**config.mk**
```make
export PLATFORM = sky130hd
export DESIGN_NAME = cmt_timer
export DESIGN_NICKNAME = d
export VERILOG_FILES = /design/src/core/cmt_pkg.sv /design/src/core/cmt_cnt_if.sv /design/src/core/cmt_timer.sv /design/src/core/cmt_count_src.sv
export SDC_FILE = /design/constraint.sdc
export NUM_CORES = 1
export LEC_CHECK = 0
export ABC_AREA = 1
export BUFFER_PORTS_ARGS = -buffer_cell sky130_fd_sc_hd__buf_2
export CORE_MARGIN = 2
export CORE_UTILIZATION = 64
export CTS_CLUSTER_SIZE = 30
export DETAILED_ROUTE_END_ITERATION = 8
export GPL_ROUTABILITY_DRIVEN = 1
export PLACE_DENSITY = 0.84
export SLEW_MARGIN = 15
export SYNTH_ARGS = -nofsm -noshare
export SYNTH_HDL_FRONTEND = slang
export SYNTH_SLANG_ARGS = --single-unit
```
**constraint.sdc**
```tcl
create_clock -name ref_clk_i -period 5.3 [get_ports ref_clk_i]
set_input_delay 1.06 -clock ref_clk_i [delete_from_list [all_inputs] [get_ports ref_clk_i]]
set_output_delay 1.06 -clock ref_clk_i [all_outputs]
set_load 0.02 [all_outputs]
```
**src/core/cmt_pkg.sv**
```systemverilog
/*
 * Constants shared by the compare-match timer channel: register offsets,
 * field positions, reset values, mode codes and prescaler taps.
 * Assumes a single 100 MHz system clock and a plain register port.
 */
package cmt_pkg;

    // ==========================================================
    // Bus geometry
    localparam int unsigned CMT_DW = 8;
    localparam int unsigned CMT_AW = 4;

    // ==========================================================
    // Register offsets
    localparam logic [CMT_AW-1:0] CMT_OFS_CNT   = 4'h0;
    localparam logic [CMT_AW-1:0] CMT_OFS_CORA  = 4'h1;
    localparam logic [CMT_AW-1:0] CMT_OFS_CORB  = 4'h2;
    localparam logic [CMT_AW-1:0] CMT_OFS_CTL   = 4'h3;
    localparam logic [CMT_AW-1:0] CMT_OFS_OSEL  = 4'h4;
    localparam logic [CMT_AW-1:0] CMT_OFS_ISTAT = 4'h5;
    localparam logic [CMT_AW-1:0] CMT_OFS_ICLR  = 4'h6;
    localparam logic [CMT_AW-1:0] CMT_OFS_IEN   = 4'h7;
    localparam logic [CMT_AW-1:0] CMT_OFS_MSTOP = 4'h8;

    // ==========================================================
    // Reset values
    localparam logic [CMT_DW-1:0] CMT_RST_ZERO = 8'h00;
    localparam logic [CMT_DW-1:0] CMT_RST_COR  = 8'hff;
    localparam logic              CMT_RST_STOP = 1'b1;

    // ==========================================================
    // Field positions
    localparam int unsigned CMT_CKS_LSB  = 0;
    localparam int unsigned CMT_CKS_W    = 3;
    localparam int unsigned CMT_CCLR_LSB = 3;
    localparam int unsigned CMT_OSA_LSB  = 0;
    localparam int unsigned CMT_OSB_LSB  = 2;
    localparam int unsigned CMT_ACT_W    = 2;
    localparam int unsigned CMT_FLG_CMFA = 0;
    localparam int unsigned CMT_FLG_CMFB = 1;
    localparam int unsigned CMT_FLG_OVF  = 2;
    localparam int unsigned CMT_FLG_W    = 3;
    localparam int unsigned CMT_STOP_BIT = 0;

    // ==========================================================
    // Mode codes
    localparam logic [2:0] CMT_CKS_NONE     = 3'h0;
    localparam logic [2:0] CMT_CKS_DIV8     = 3'h1;
    localparam logic [2:0] CMT_CKS_DIV64    = 3'h2;
    localparam logic [2:0] CMT_CKS_DIV8192  = 3'h3;
    localparam logic [2:0] CMT_CKS_EXT_RISE = 3'h5;
    localparam logic [2:0] CMT_CKS_EXT_FALL = 3'h6;
    localparam logic [2:0] CMT_CKS_EXT_BOTH = 3'h7;

    localparam logic [1:0] CMT_CCLR_NONE  = 2'h0;
    localparam logic [1:0] CMT_CCLR_MATCH_A = 2'h1;
    localparam logic [1:0] CMT_CCLR_MATCH_B = 2'h2;
    localparam logic [1:0] CMT_CCLR_EXT   = 2'h3;

    localparam logic [1:0] CMT_ACT_KEEP   = 2'h0;
    localparam logic [1:0] CMT_ACT_ZERO   = 2'h1;
    localparam logic [1:0] CMT_ACT_ONE    = 2'h2;
    localparam logic [1:0] CMT_ACT_TOGGLE = 2'h3;

    // ==========================================================
    // Prescaler taps (bit n toggles with period 2^(n+1) cycles)
    localparam int unsigned CMT_PRE_W        = 13;
    localparam int unsigned CMT_TAP_DIV8     = 2;
    localparam int unsigned CMT_TAP_DIV64    = 5;
    localparam int unsigned CMT_TAP_DIV8192  = 12;

endpackage

```
**src/core/cmt_cnt_if.sv**
```systemverilog
/*
 * Link between the timer core and its count-source module.
 * Assumes both ends run on the same system clock.
 */
`timescale 1ns/1ps
interface cmt_cnt_if;
    logic [2:0] clk_sel;
    logic       run;
    logic       count_pulse;
    logic       ext_clr_edge;

    modport src  (input clk_sel, input run, output count_pulse, output ext_clr_edge);
    modport core (output clk_sel, output run, input count_pulse, input ext_clr_edge);
endinterface

```
**src/core/cmt_timer.sv**
```systemverilog
/*
 * Eight-bit compare-match timer channel: up counter, two compare
 * constants, clear and output control, arbitration between register
 * writes and timer events, module stop and interrupt flags.
 * Assumes a register master that keeps strobes one cycle long and never
 * raises read and write together; pins are asynchronous.
 */
`timescale 1ns/1ps
module cmt_timer #(
    parameter int unsigned CNT_W = cmt_pkg::CMT_DW
) (
    input  wire logic                       ref_clk_i,
    input  wire logic                       rst_b_i,
    input  wire logic [cmt_pkg::CMT_AW-1:0] reg_addr_i,
    input  wire logic [cmt_pkg::CMT_DW-1:0] reg_wdata_i,
    input  wire logic                       reg_wr_i,
    input  wire logic                       reg_rd_i,
    output      logic [cmt_pkg::CMT_DW-1:0] reg_rdata_o,
    input  wire logic                       ext_clk_i,
    input  wire logic                       ext_clr_i,
    output      logic                       timer_out_o,
    output      logic                       irq_o,
    output      logic                       stopped_o
);
    import cmt_pkg::*;

    // ==========================================================
    // Elaboration check
    if (CNT_W < 2 || CNT_W > CMT_DW) begin : g_chk
        $error("cmt_timer: CNT_W must lie between 2 and the bus width");
    end

    // ==========================================================
    // Helpers
    function automatic logic cmp_hit(input logic [CNT_W-1:0] cnt,
                                     input logic [CNT_W-1:0] cor,
                                     input logic             pulse,
                                     input logic             cor_wr);
        cmp_hit = pulse & (cnt == cor) & ~cor_wr;
    endfunction

    function automatic logic [1:0] act_rank(input logic [1:0] act);
        case (act)
            CMT_ACT_TOGGLE: act_rank = 2'h3;
            CMT_ACT_ONE:    act_rank = 2'h2;
            CMT_ACT_ZERO:   act_rank = 2'h1;
            default:        act_rank = 2'h0;
        endcase
    endfunction

    // ==========================================================
    // Registers and nets
    cmt_cnt_if cnt_if ();

    logic [CNT_W-1:0]      cnt_r;
    logic [CNT_W-1:0]      cora_r;
    logic [CNT_W-1:0]      corb_r;
    logic [CMT_DW-1:0]     ctl_r;
    logic [CMT_DW-1:0]     osel_r;
    logic [CMT_FLG_W-1:0]  flag_r;
    logic [CMT_FLG_W-1:0]  ien_r;
    logic                  stop_r;
    logic                  out_r;
    logic                  irq_r;
    logic [CMT_DW-1:0]     rdata_r;

    logic                  acc_ok;
    logic                  wr_cnt;
    logic                  wr_cora;
    logic                  wr_corb;
    logic                  wr_ctl;
    logic                  wr_osel;
    logic                  wr_iclr;
    logic                  wr_ien;
    logic                  wr_stop;
    logic                  hit_a;
    logic                  hit_b;
    logic                  clr_evt;
    logic                  inc;
    logic                  ovf_evt;
    logic [1:0]            cclr;
    logic [1:0]            act_a;
    logic [1:0]            act_b;
    logic [1:0]            act;
    logic                  out_nxt;
    logic [CMT_FLG_W-1:0]  flag_set;
    logic [CMT_FLG_W-1:0]  flag_clr;

    // ==========================================================
    // Count source
    assign cnt_if.clk_sel = ctl_r[CMT_CKS_LSB +: CMT_CKS_W];
    assign cnt_if.run     = ~stop_r;

    cmt_count_src u_src (
        .ref_clk_i (ref_clk_i),
        .rst_b_i   (rst_b_i),
        .ext_clk_i (ext_clk_i),
        .ext_clr_i (ext_clr_i),
        .cnt_if    (cnt_if.src)
    );

    // ==========================================================
    // Write decode; the strobe cycle is the commit cycle
    assign acc_ok  = ~stop_r;
    assign wr_cnt  = reg_wr_i & acc_ok & (reg_addr_i == CMT_OFS_CNT);
    assign wr_cora = reg_wr_i & acc_ok & (reg_addr_i == CMT_OFS_CORA);
    assign wr_corb = reg_wr_i & acc_ok & (reg_addr_i == CMT_OFS_CORB);
    assign wr_ctl  = reg_wr_i & acc_ok & (reg_addr_i == CMT_OFS_CTL);
    assign wr_osel = reg_wr_i & acc_ok & (reg_addr_i == CMT_OFS_OSEL);
    assign wr_iclr = reg_wr_i & acc_ok & (reg_addr_i == CMT_OFS_ICLR);
    assign wr_ien  = reg_wr_i & acc_ok & (reg_addr_i == CMT_OFS_IEN);
    assign wr_stop = reg_wr_i & (reg_addr_i == CMT_OFS_MSTOP);

    // ==========================================================
    // Event arbitration
    assign cclr  = ctl_r[CMT_CCLR_LSB +: 2];
    assign hit_a = cmp_hit(cnt_r, cora_r, cnt_if.count_pulse, wr_cora);
    assign hit_b = cmp_hit(cnt_r, corb_r, cnt_if.count_pulse, wr_corb);

    always_comb begin
        case (cclr)
            CMT_CCLR_MATCH_A: clr_evt = hit_a;
            CMT_CCLR_MATCH_B: clr_evt = hit_b;
            CMT_CCLR_EXT:     clr_evt = cnt_if.ext_clr_edge;
            default:          clr_evt = 1'b0;
        endcase
    end

    assign inc     = cnt_if.count_pulse & ~clr_evt & ~wr_cnt;
    assign ovf_evt = inc & (&cnt_r);

    always_ff @(posedge ref_clk_i) begin
        if (!rst_b_i) begin
            cnt_r <= CMT_RST_ZERO[CNT_W-1:0];
        end else if (clr_evt) begin
            cnt_r <= '0;
        end else if (wr_cnt) begin
            cnt_r <= reg_wdata_i[CNT_W-1:0];
        end else if (inc) begin
            cnt_r <= cnt_r + 1'b1;
        end
    end

    // ==========================================================
    // Configuration registers
    always_ff @(posedge ref_clk_i) begin
        if (!rst_b_i) begin
            cora_r <= CMT_RST_COR[CNT_W-1:0];
            corb_r <= CMT_RST_COR[CNT_W-1:0];
        end else begin
            if (wr_cora) begin
                cora_r <= reg_wdata_i[CNT_W-1:0];
            end
            if (wr_corb) begin
                corb_r <= reg_wdata_i[CNT_W-1:0];
            end
        end
    end

    always_ff @(posedge ref_clk_i) begin
        if (!rst_b_i) begin
            ctl_r  <= CMT_RST_ZERO;
            osel_r <= CMT_RST_ZERO;
            ien_r  <= '0;
        end else begin
            if (wr_ctl) begin
                ctl_r <= reg_wdata_i;
            end
            if (wr_osel) begin
                osel_r <= reg_wdata_i;
            end
            if (wr_ien) begin
                ien_r <= reg_wdata_i[CMT_FLG_W-1:0];
            end
        end
    end

    // Stop takes effect after the cycle that writes it
    always_ff @(posedge ref_clk_i) begin
        if (!rst_b_i) begin
            stop_r <= CMT_RST_STOP;
        end else if (wr_stop) begin
            stop_r <= reg_wdata_i[CMT_STOP_BIT];
        end
    end

    // ==========================================================
    // Timer output
    assign act_a = osel_r[CMT_OSA_LSB +: CMT_ACT_W];
    assign act_b = osel_r[CMT_OSB_LSB +: CMT_ACT_W];

    always_comb begin
        if (hit_a && hit_b) begin
            act = (act_rank(act_a) >= act_rank(act_b)) ? act_a : act_b;
        end else if (hit_a) begin
            act = act_a;
        end else if (hit_b) begin
            act = act_b;
        end else begin
            act = CMT_ACT_KEEP;
        end
    end

    always_comb begin
        case (act)
            CMT_ACT_ZERO:   out_nxt = 1'b0;
            CMT_ACT_ONE:    out_nxt = 1'b1;
            CMT_ACT_TOGGLE: out_nxt = ~out_r;
            default:        out_nxt = out_r;
        endcase
    end

    always_ff @(posedge ref_clk_i) begin
        if (!rst_b_i) begin
            out_r <= 1'b0;
        end else begin
            out_r <= out_nxt;
        end
    end

    // ==========================================================
    // Interrupt flags; set wins over clear, clear blocked while stopped
    always_comb begin
        flag_set               = '0;
        flag_set[CMT_FLG_CMFA] = hit_a;
        flag_set[CMT_FLG_CMFB] = hit_b;
        flag_set[CMT_FLG_OVF]  = ovf_evt;
        flag_clr               = wr_iclr ? reg_wdata_i[CMT_FLG_W-1:0] : '0;
    end

    always_ff @(posedge ref_clk_i) begin
        if (!rst_b_i) begin
            flag_r <= '0;
        end else begin
            flag_r <= flag_set | (flag_r & ~flag_clr);
        end
    end

    // Request follows flags and enables, also while stopped
    always_ff @(posedge ref_clk_i) begin
        if (!rst_b_i) begin
            irq_r <= 1'b0;
        end else begin
            irq_r <= |(flag_r & ien_r);
        end
    end

    // ==========================================================
    // Read port; data stand one cycle after the strobe
    always_ff @(posedge ref_clk_i) begin
        if (!rst_b_i) begin
            rdata_r <= CMT_RST_ZERO;
        end else begin
            rdata_r <= CMT_RST_ZERO;
            if (reg_rd_i) begin
                if (reg_addr_i == CMT_OFS_MSTOP) begin
                    rdata_r[CMT_STOP_BIT] <= stop_r;
                end else if (acc_ok) begin
                    case (reg_addr_i)
                        CMT_OFS_CNT:   rdata_r[CNT_W-1:0]     <= cnt_r;
                        CMT_OFS_CORA:  rdata_r[CNT_W-1:0]     <= cora_r;
                        CMT_OFS_CORB:  rdata_r[CNT_W-1:0]     <= corb_r;
                        CMT_OFS_CTL:   rdata_r                <= ctl_r;
                        CMT_OFS_OSEL:  rdata_r                <= osel_r;
                        CMT_OFS_ISTAT: rdata_r[CMT_FLG_W-1:0] <= flag_r;
                        CMT_OFS_IEN:   rdata_r[CMT_FLG_W-1:0] <= ien_r;
                        default:       rdata_r                <= CMT_RST_ZERO;
                    endcase
                end
            end
        end
    end

    // ==========================================================
    // Outputs
    assign reg_rdata_o = rdata_r;
    assign timer_out_o = out_r;
    assign irq_o       = irq_r;
    assign stopped_o   = stop_r;
endmodule

```
**src/core/cmt_count_src.sv**
```systemverilog
/*
 * Count source: prescaler, clock select and edge detection, plus the
 * synchronised external clear edge.
 * Assumes ext_clk_i and ext_clr_i are asynchronous pins.
 */
`timescale 1ns/1ps
module cmt_count_src (
    input  wire logic     ref_clk_i,
    input  wire logic     rst_b_i,
    input  wire logic     ext_clk_i,
    input  wire logic     ext_clr_i,
    cmt_cnt_if.src        cnt_if
);
    import cmt_pkg::*;

    logic [CMT_PRE_W-1:0] pre_r;
    logic [2:0]           clk_sync_r;
    logic [2:0]           clr_sync_r;
    logic                 sel_level;
    logic                 sel_level_r;
    logic                 fall;
    logic                 rise;

    // ==========================================================
    // Prescaler and pin synchronisers
    always_ff @(posedge ref_clk_i) begin
        if (!rst_b_i) begin
            pre_r <= '0;
        end else begin
            pre_r <= pre_r + 1'b1;
        end
    end

    always_ff @(posedge ref_clk_i) begin
        if (!rst_b_i) begin
            clk_sync_r <= '0;
            clr_sync_r <= '0;
        end else begin
            clk_sync_r <= {clk_sync_r[1:0], ext_clk_i};
            clr_sync_r <= {clr_sync_r[1:0], ext_clr_i};
        end
    end

    // ==========================================================
    // Selected level; one tracked level for all sources, so a change of
    // selection that goes high to low looks like a falling edge
    always_comb begin
        case (cnt_if.clk_sel)
            CMT_CKS_DIV8:     sel_level = pre_r[CMT_TAP_DIV8];
            CMT_CKS_DIV64:    sel_level = pre_r[CMT_TAP_DIV64];
            CMT_CKS_DIV8192:  sel_level = pre_r[CMT_TAP_DIV8192];
            CMT_CKS_EXT_RISE,
            CMT_CKS_EXT_FALL,
            CMT_CKS_EXT_BOTH: sel_level = clk_sync_r[1];
            default:          sel_level = 1'b0;
        endcase
    end

    always_ff @(posedge ref_clk_i) begin
        if (!rst_b_i) begin
            sel_level_r <= 1'b0;
        end else begin
            sel_level_r <= sel_level;
        end
    end

    assign fall = sel_level_r & ~sel_level;
    assign rise = ~sel_level_r & sel_level;

    always_comb begin
        case (cnt_if.clk_sel)
            CMT_CKS_EXT_RISE: cnt_if.count_pulse = cnt_if.run & rise;
            CMT_CKS_EXT_BOTH: cnt_if.count_pulse = cnt_if.run & (rise | fall);
            default:          cnt_if.count_pulse = cnt_if.run & fall;
        endcase
    end

    assign cnt_if.ext_clr_edge = cnt_if.run & clr_sync_r[1] & ~clr_sync_r[2];
endmodule

```
==> results of run 1 <==
==> flip-flops by register name (all words and copies together), names as in the netlist, 2 cells and up <==
register and count:
osel_r 8, u_src.pre_r 13, ien_r 3, corb_r 8, reg_rdata_o 8, cnt_r 8, ctl_r 8, flag_r 3
cora_r 8, u_src.clk_sync_r 2, u_src.clr_sync_r 3
==> report_power, final <==
part,internal (mW),switching (mW),leakage [nW],total [mW]
combinational,0.0156,0.0388,1.03,0.0545
sequential,0.575,0.00272,0.614,0.577
clock,0.304,0.212,0.116,0.516
==> area by class of cell <==
type,instances,share of cell area
clock buffer,13,0.03995
clock inverter,3,0.01598
inverter,82,0.07517
multi-input combinational,355,0.4537
sequential,76,0.3599
tap,75,0.02220
timing repair buffer,28,0.03315
==> final timing paths <==
kind	start	to	slack, ns	cells past startpoint
setup / recovery	rst_b_i	corb_r[5]$_SDFFE_PN1P_	2.76	4
hold / removal	u_src.clr_sync_r[0]$_SDFF_PN0_	u_src.clr_sync_r[1]$_SDFF_PN0_	0.42	2
setup reg to reg	ctl_r[2]$_SDFFE_PN0P_	cnt_r[7]$_SDFFE_PP0P_	2.78	18
hold reg to reg	u_src.clr_sync_r[0]$_SDFF_PN0_	u_src.clr_sync_r[1]$_SDFF_PN0_	0.42	2
==> routing by layer <==
metal	track usage	vias to the layer above
met5	0	-
met4	0.1525	0
met3	0.04333	36
met2	0.4975	175
met1	0.4135	1692
li1	-	1781
==> kinds of logic (layout without fill, tap and decap cells) <==
| kind of cell | after synthesis | count (layout) |
|---|---|---|
| and+or+nand+nor | 201 | 201 |
| adders and majority gates | 6 | 6 |
| xor gates and xnor gates | 14 | 14 |
| buffers and inverters | 99 | 126 |
| AOI/OAI and AO/OA | 134 | 134 |
| DFF | 76 | 76 |
==> synth_stat cells (3+ instances only) <==
| cell | instances | area share |
|---|---|---|
| a21oi_1 | 54 | 0.071 |
| nand2_1 | 96 | 0.094 |
| nand2_2 | 4 | 0.0065 |
| nor2_4 | 3 | 0.0088 |
| inv_1 | 63 | 0.062 |
| nor2_1 | 37 | 0.036 |
| o21ai_1 | 6 | 0.0078 |
| nand3_1 | 29 | 0.038 |
| clkinv_1 | 3 | 0.0029 |
| a211oi_1 | 4 | 0.0078 |
| nand2_4 | 6 | 0.018 |
| dfxtp_1 | 76 | 0.40 |
| nor2_2 | 3 | 0.0049 |
| nor3_1 | 8 | 0.010 |
| o22ai_1 | 10 | 0.016 |
| xnor2_1 | 3 | 0.0069 |
| clkbuf_1 | 12 | 0.012 |
| a221oi_1 | 3 | 0.0069 |
| xor2_1 | 11 | 0.025 |
| inv_2 | 14 | 0.014 |
| o21ai_0 | 47 | 0.061 |
| nand4_1 | 4 | 0.0065 |
| nand3_2 | 3 | 0.0078 |
| ha_1 | 6 | 0.020 |
| buf_2 | 5 | 0.0065 |
==> through the flow <==
| stage | setup slack, ns | hold WS (ns) | std cells | total power, mW |
|---|---|---|---|---|
| 4_1_cts | 2.803 | 0.4185 | 632 | 1.149 |
| 6_report | 2.756 | 0.4174 | 632 | 1.148 |
| 2_1_floorplan | 3.118 | 0.3905 | 530 | 0.6220 |
| 3_5_place_dp | 2.474 | 0.3988 | 616 | 0.6439 |
| 5_1_grt | 2.544 | 0.4221 | 632 | 1.178 |
| 3_3_place_gp | 2.501 | 0.3964 | 616 | 0.6425 |
==> critical path: stages <==
cell,delay (ns)
buf_2,0.55
clkinv_1,0.71
a21oi_1,0.30
o21ai_0,0.14
==> flow_summary.json, run 1 <==
{
  "totalWireLength_microns": 9694,
  "grt_pass1_vias": 3320,
  "grt_use_total": 0.3118,
  "crit_required_ns": 5.52,
  "coreArea_sq_um": 5851,
  "cts_setup_buffers": 0,
  "clk_pin_slew_ns": 0.08,
  "antenna_found_initial": 0,
  "antenna_cells": 0,
  "crit_path_start_kind": "primary input",
  "final_common_cell": "nand2_1",
  "rsz0062_at_grt": "false",
  "cts_max_level": 3,
  "relSlewSlack": 0.5253,
  "start_util": 0.6542,
  "synth.avg_cell_area_sq_um": 7.222,
  "synth.distinct_cells": 42,
  "max_slew.worst_pin.slew_ns": 0.7120,
  "cts_buffers": 9,
  "syn_inst": 530,
  "die_h_microns": 81.33,
  "clock_sinks": 76,
  "hold_violations": 0,
  "finalCriticalPeriod_ns": 2.544,
  "fin_crit_sh": 0.4800,
  "fin_util": 0.7226,
  "slew_violations": 0,
  "cts-root-buf": "clkbuf_8",
  "wl_met1_microns": 4085,
  "num_io_pins": 29,
  "die_area_sq_um": 6615,
  "synth_seq_cells": 76,
  "crit_fanout": 44,
  "ys.warnings.count": 0,
  "top_layer_used": "met4",
  "syn_area_sq_um": 3827,
  "synth_edf_count": 0,
  "post_cts_resized": 0,
  "crit_arrival_ns": 2.76,
  "setup_viol": 0,
  "port_buffers": 28,
  "synthSimpleGateAreaFrac": 0.2576,
  "multiInputGateArea_sq_um": 1918,
  "wl_met2_microns": 4551,
  "drt_iter0_drc": 369,
  "synth.yosys.seq_area_share": 0.3975,
  "synth_top_family_by_area": "simple AND/OR/NAND/NOR gates",
  "grt-ovfl-total": 0,
  "drtAntennaViolNets": 0,
  "vias": 3684,
  "syn_to_final_growth_pct": 10.46,
  "synth_compound_gate_area_share": 0.1919,
  "gp_congestion": 0.9019,
  "first_pass_iters": 5,
  "cts_tree": "done",
  "tns_ns": 0,
  "p_per_area_nw_per_um2": 271.5,
  "post_drt_wl_per_cell_microns": 15.34,
  "drcViolationCount": 0,
  "irDropWorstVdd_uv": 224.2,
  "placed_area_sq_um": 3991,
  "stdcell_area_sq_um": 4228,
  "synth-adder-area-share": 0.01961,
  "crit_path_end_kind": "flop",
  "synth_mux_area_frac": 0,
  "p_leak_nw": 1.761,
  "layout.nets": 576,
  "fillers": 479,
  "insertion_delay_ns": 0.35,
  "synthFlopType": "dfxtp_1",
  "synth-xor-area-share": 0.03204,
  "ys_async_sr_fraction": 0,
  "die_w_microns": 81.33,
  "critPathKind": "primary input to flop",
  "hp-class": "flop to flop",
  "dr_wl_met3_microns": 679,
  "clock_path_buffers": 2,
  "std_cell_rows": 28,
  "grt_max_degree": 45,
  "mostFrequentLayoutCells": "nand2_1, dfxtp_1, inv_1, a21oi_1, o21ai_0",
  "drive_gt1_frac": 0.1490,
  "postCtsHoldBufs": 0,
  "synthesis.nets": 554,
  "viasPerCell": 5.829,
  "worst_clock_skew_ns": 0.01303,
  "status": "complete, no violations",
  "ff_latch_area_sq_um": 1521,
  "drv_cap": 0,
  "max_freq_mhz": 393.1,
  "hpwl_microns": 7057,
  "grt_pass1_wl_microns": 15610
}
Note: power is estimated with default switching activity, not from simulation.
==> run 2: changes to the inputs <==
Settings changed: ABC_AREA 1 to 0, CORE_UTILIZATION 64 to 60, PLACE_DENSITY 0.84 to 0.8.
Clock period 5.3 ns to 2.5 ns, I/O delays scaled along.
==> flow_summary.json, run 2 <==
{
  "p_leak_nw": 1.659,
  "crit_fanout": 4,
  "clk_pin_slew_ns": 0.08,
  "slew_violations": 0,
  "totalWireLength_microns": 10230,
  "cts-root-buf": "clkbuf_8",
  "fin_ws_ns": 0.01522,
  "coreArea_sq_um": 6314,
  "grt_use_met2": 0.4689,
  "grt-ovfl-total": 0,
  "drcViolationCount": 0,
  "syn_inst": 458,
  "clock_sinks": 76,
  "relSlewSlack": 0.5998,
  "layout.nets": 518,
  "ys_async_sr_fraction": 0,
  "ys.warnings.count": 0,
  "p_sw_frac": 0.2421,
  "first_pass_iters": 5,
  "hold_violations": 0,
  "synth_seq_cells": 76,
  "mostFrequentLayoutCells": "dfxtp_1, nand2_1, nand3_1, buf_2, nor2_1",
  "use_met1": 0.3892,
  "viasPerCell": 6.042,
  "max_freq_mhz": 402.5,
  "cp_slowest_stage_delay_ns": 0.35,
  "fin_util": 0.7029,
  "drt_iter0_drc": 256,
  "worstPathCellList": "mux2i_1 -> nand2_1 -> o22ai_2 -> a21oi_2 -> ha_1 -> nand2b_4 -> a311oi_2 -> buf_4 -> nand2_4 -> nor3_4 -> buf_6 -> mux2i_1 -> a211oi_1",
  "clock_path_buffers": 2,
  "irDropWorstVdd_uv": 513.3,
  "grt_max_degree": 32,
  "setup_viol": 0,
  "synth.top_cell.area_share": 0.3910,
  "status": "complete, no violations",
  "crit_path_start_kind": "flop",
  "cts_max_level": 3,
  "met3_usage": 0.07670,
  "p_comb_frac": 0.063,
  "cts_tree": "done",
  "num_io_pins": 29,
  "antenna_found_initial": 0,
  "hp-class": "primary input to flop",
  "cp_num_buf_inv": 2,
  "cp_top_family": "compound AO/OA/AOI/OAI gates",
  "post_drt_wl_per_cell_microns": 17.76,
  "die_h_microns": 84.53,
  "synthTopCellsByCount": "dfxtp_1, nand2_1, nand3_1",
  "pwr-share-clk": 0.410,
  "crit_path_end_kind": "flop",
  "rsz0062_at_grt": "true",
  "grt.busiest_layer": "met2",
  "drv_cap": 0,
  "largest_register_ff_count": 13,
  "vias": 3480,
  "grt_use_total": 0.2970,
  "synth_edf_count": 0,
  "gp_congestion": 0.9165,
  "synthesis.nets": 482,
  "synthTopCellsByArea": "dfxtp_1, nand2_1, mux2i_1",
  "syn_area_sq_um": 3891,
  "synthFlopType": "dfxtp_1",
  "max_slew.worst_pin.slew_ns": 0.5996,
  "postCtsHoldBufs": 0,
  "p_int_mw": 1.759,
  "crit_slowest_cell": "dfxtp_2",
  "stdcell_area_sq_um": 4438,
  "hpwl_microns": 7217,
  "port_buffers": 28,
  "power_switching_mw": 0.5621,
  "start_util": 0.6163,
  "insertion_delay_ns": 0.36,
  "grt_pass1_wl_microns": 16710,
  "worst_clock_skew_ns": 0.01136,
  "syn_to_final_growth_pct": 14.05,
  "final_common_cell": "dfxtp_1",
  "pre_cts_ws_ns": -0.03811,
  "fin_crit_sh": 0.9939,
  "yosysTopAreaCell": "dfxtp_1",
  "drtAntennaViolNets": 0,
  "finalNonFillerCells": 576,
  "cpMostUsedCell": "mux2i_1",
  "grt_pass1_vias": 3358,
  "regMostFlops": "u_src.pre_r",
  "seqPwrFrac": 0.527,
  "placed_area_sq_um": 4185,
  "crit_arrival_ns": 2.72,
  "tns_ns": 0,
  "synth.yosys.seq_area_share": 0.3910,
  "p_per_area_nw_per_um2": 523.1,
  "crit_required_ns": 2.74,
  "critPathKind": "flop to flop",
  "die_w_microns": 84.53,
  "synth.distinct_cells": 54,
  "die_area_sq_um": 7145,
  "drive_gt1_frac": 0.1804,
  "synth_most_common_cell": "dfxtp_1",
  "synth.avg_cell_area_sq_um": 8.496,
  "std_cell_rows": 29,
  "antenna_cells": 0,
  "placedCellCount": 559,
  "cts_buffers": 9,
  "finalCriticalPeriod_ns": 2.485
}
[run 2: changes by cell type after synthesis, moves of 12 or more]
cell	delta
nand2_1	-34
mux2i_1	+20
nor2b_1	+21
xnor2_1	+12
a21oi_1	-39
o21ai_0	-38
inv_2	-14
inv_1	-53
and2_1	+20
[run 2: power by group through the flow]
stage          clock, mW  sequential [mW]  combinational (mW)
2_1_floorplan          0             1.25              0.0844
3_3_place_gp           0             1.25               0.140
3_5_place_dp           0             1.25               0.142
4_1_cts            0.961             1.22               0.143
5_1_grt             1.02             1.22               0.158
6_report           0.952             1.22               0.146
[run 2: layout make-up]
cell class                 instances  area (sq um)
inverter                          10         37.54
clock buffer                      10         137.6
fill                             526          1876
tap                               77         96.34
timing repair buffer              52         327.8
clock inverter                     6         61.31
multi-input combinational        345          2255
sequential                        76          1523
[run 2: per-stage QoR]
| stage | hold WS [ns] | power [mW] |
|---|---|---|
| after CTS | 0.3436 | 2.327 |
| final | 0.3490 | 2.321 |
| after floorplan | 0.4119 | 1.335 |
| after detailed placement | 0.4237 | 1.394 |
| after global routing | 0.3582 | 2.406 |
| after global placement | 0.4131 | 1.392 |
[run 2: logic make-up (layout without fill, tap and decap cells)]
logic type      after synthesis  after routing  share of synthesized area
simple gates                218            218                     0.3045
flops                        76             76                     0.3910
compound gates               72             72                     0.1244
buf+inv                      37             78                    0.03923
xor+xnor                     26             26                    0.05852
mux                          23             23                    0.06302
fa+ha+maj                     6              6                    0.01929
[run 2: what timing repair did]
action                                  in CTS  in global routing
cloned                                       0                  0
setup buffers                                0                  1
gates resized for setup                      2                  9
pin swaps                                    1                  6
endpoints found under the setup margin       9                 10
[run 2: final timing paths]
check | start | end | slack (ns) | depth (start not counted)
max | ctl_r[1]$_SDFFE_PN0P_ | cnt_r[1]$_SDFFE_PP0P_ | 0.02 | 13
min | ext_clk_i | u_src.clk_sync_r[0]$_SDFF_PN0_ | 0.35 | 2
max reg2reg | ctl_r[1]$_SDFFE_PN0P_ | cnt_r[1]$_SDFFE_PP0P_ | 0.02 | 13
min reg2reg | u_src.clk_sync_r[0]$_SDFF_PN0_ | u_src.clk_sync_r[1]$_SDFF_PN0_ | 0.44 | 1
[run 2: layer usage]
layer,share of wire,up-vias
met5,0,-
met4,0.031,0
met3,0.091,27
met2,0.47,168
met1,0.41,1614
li1,-,1671
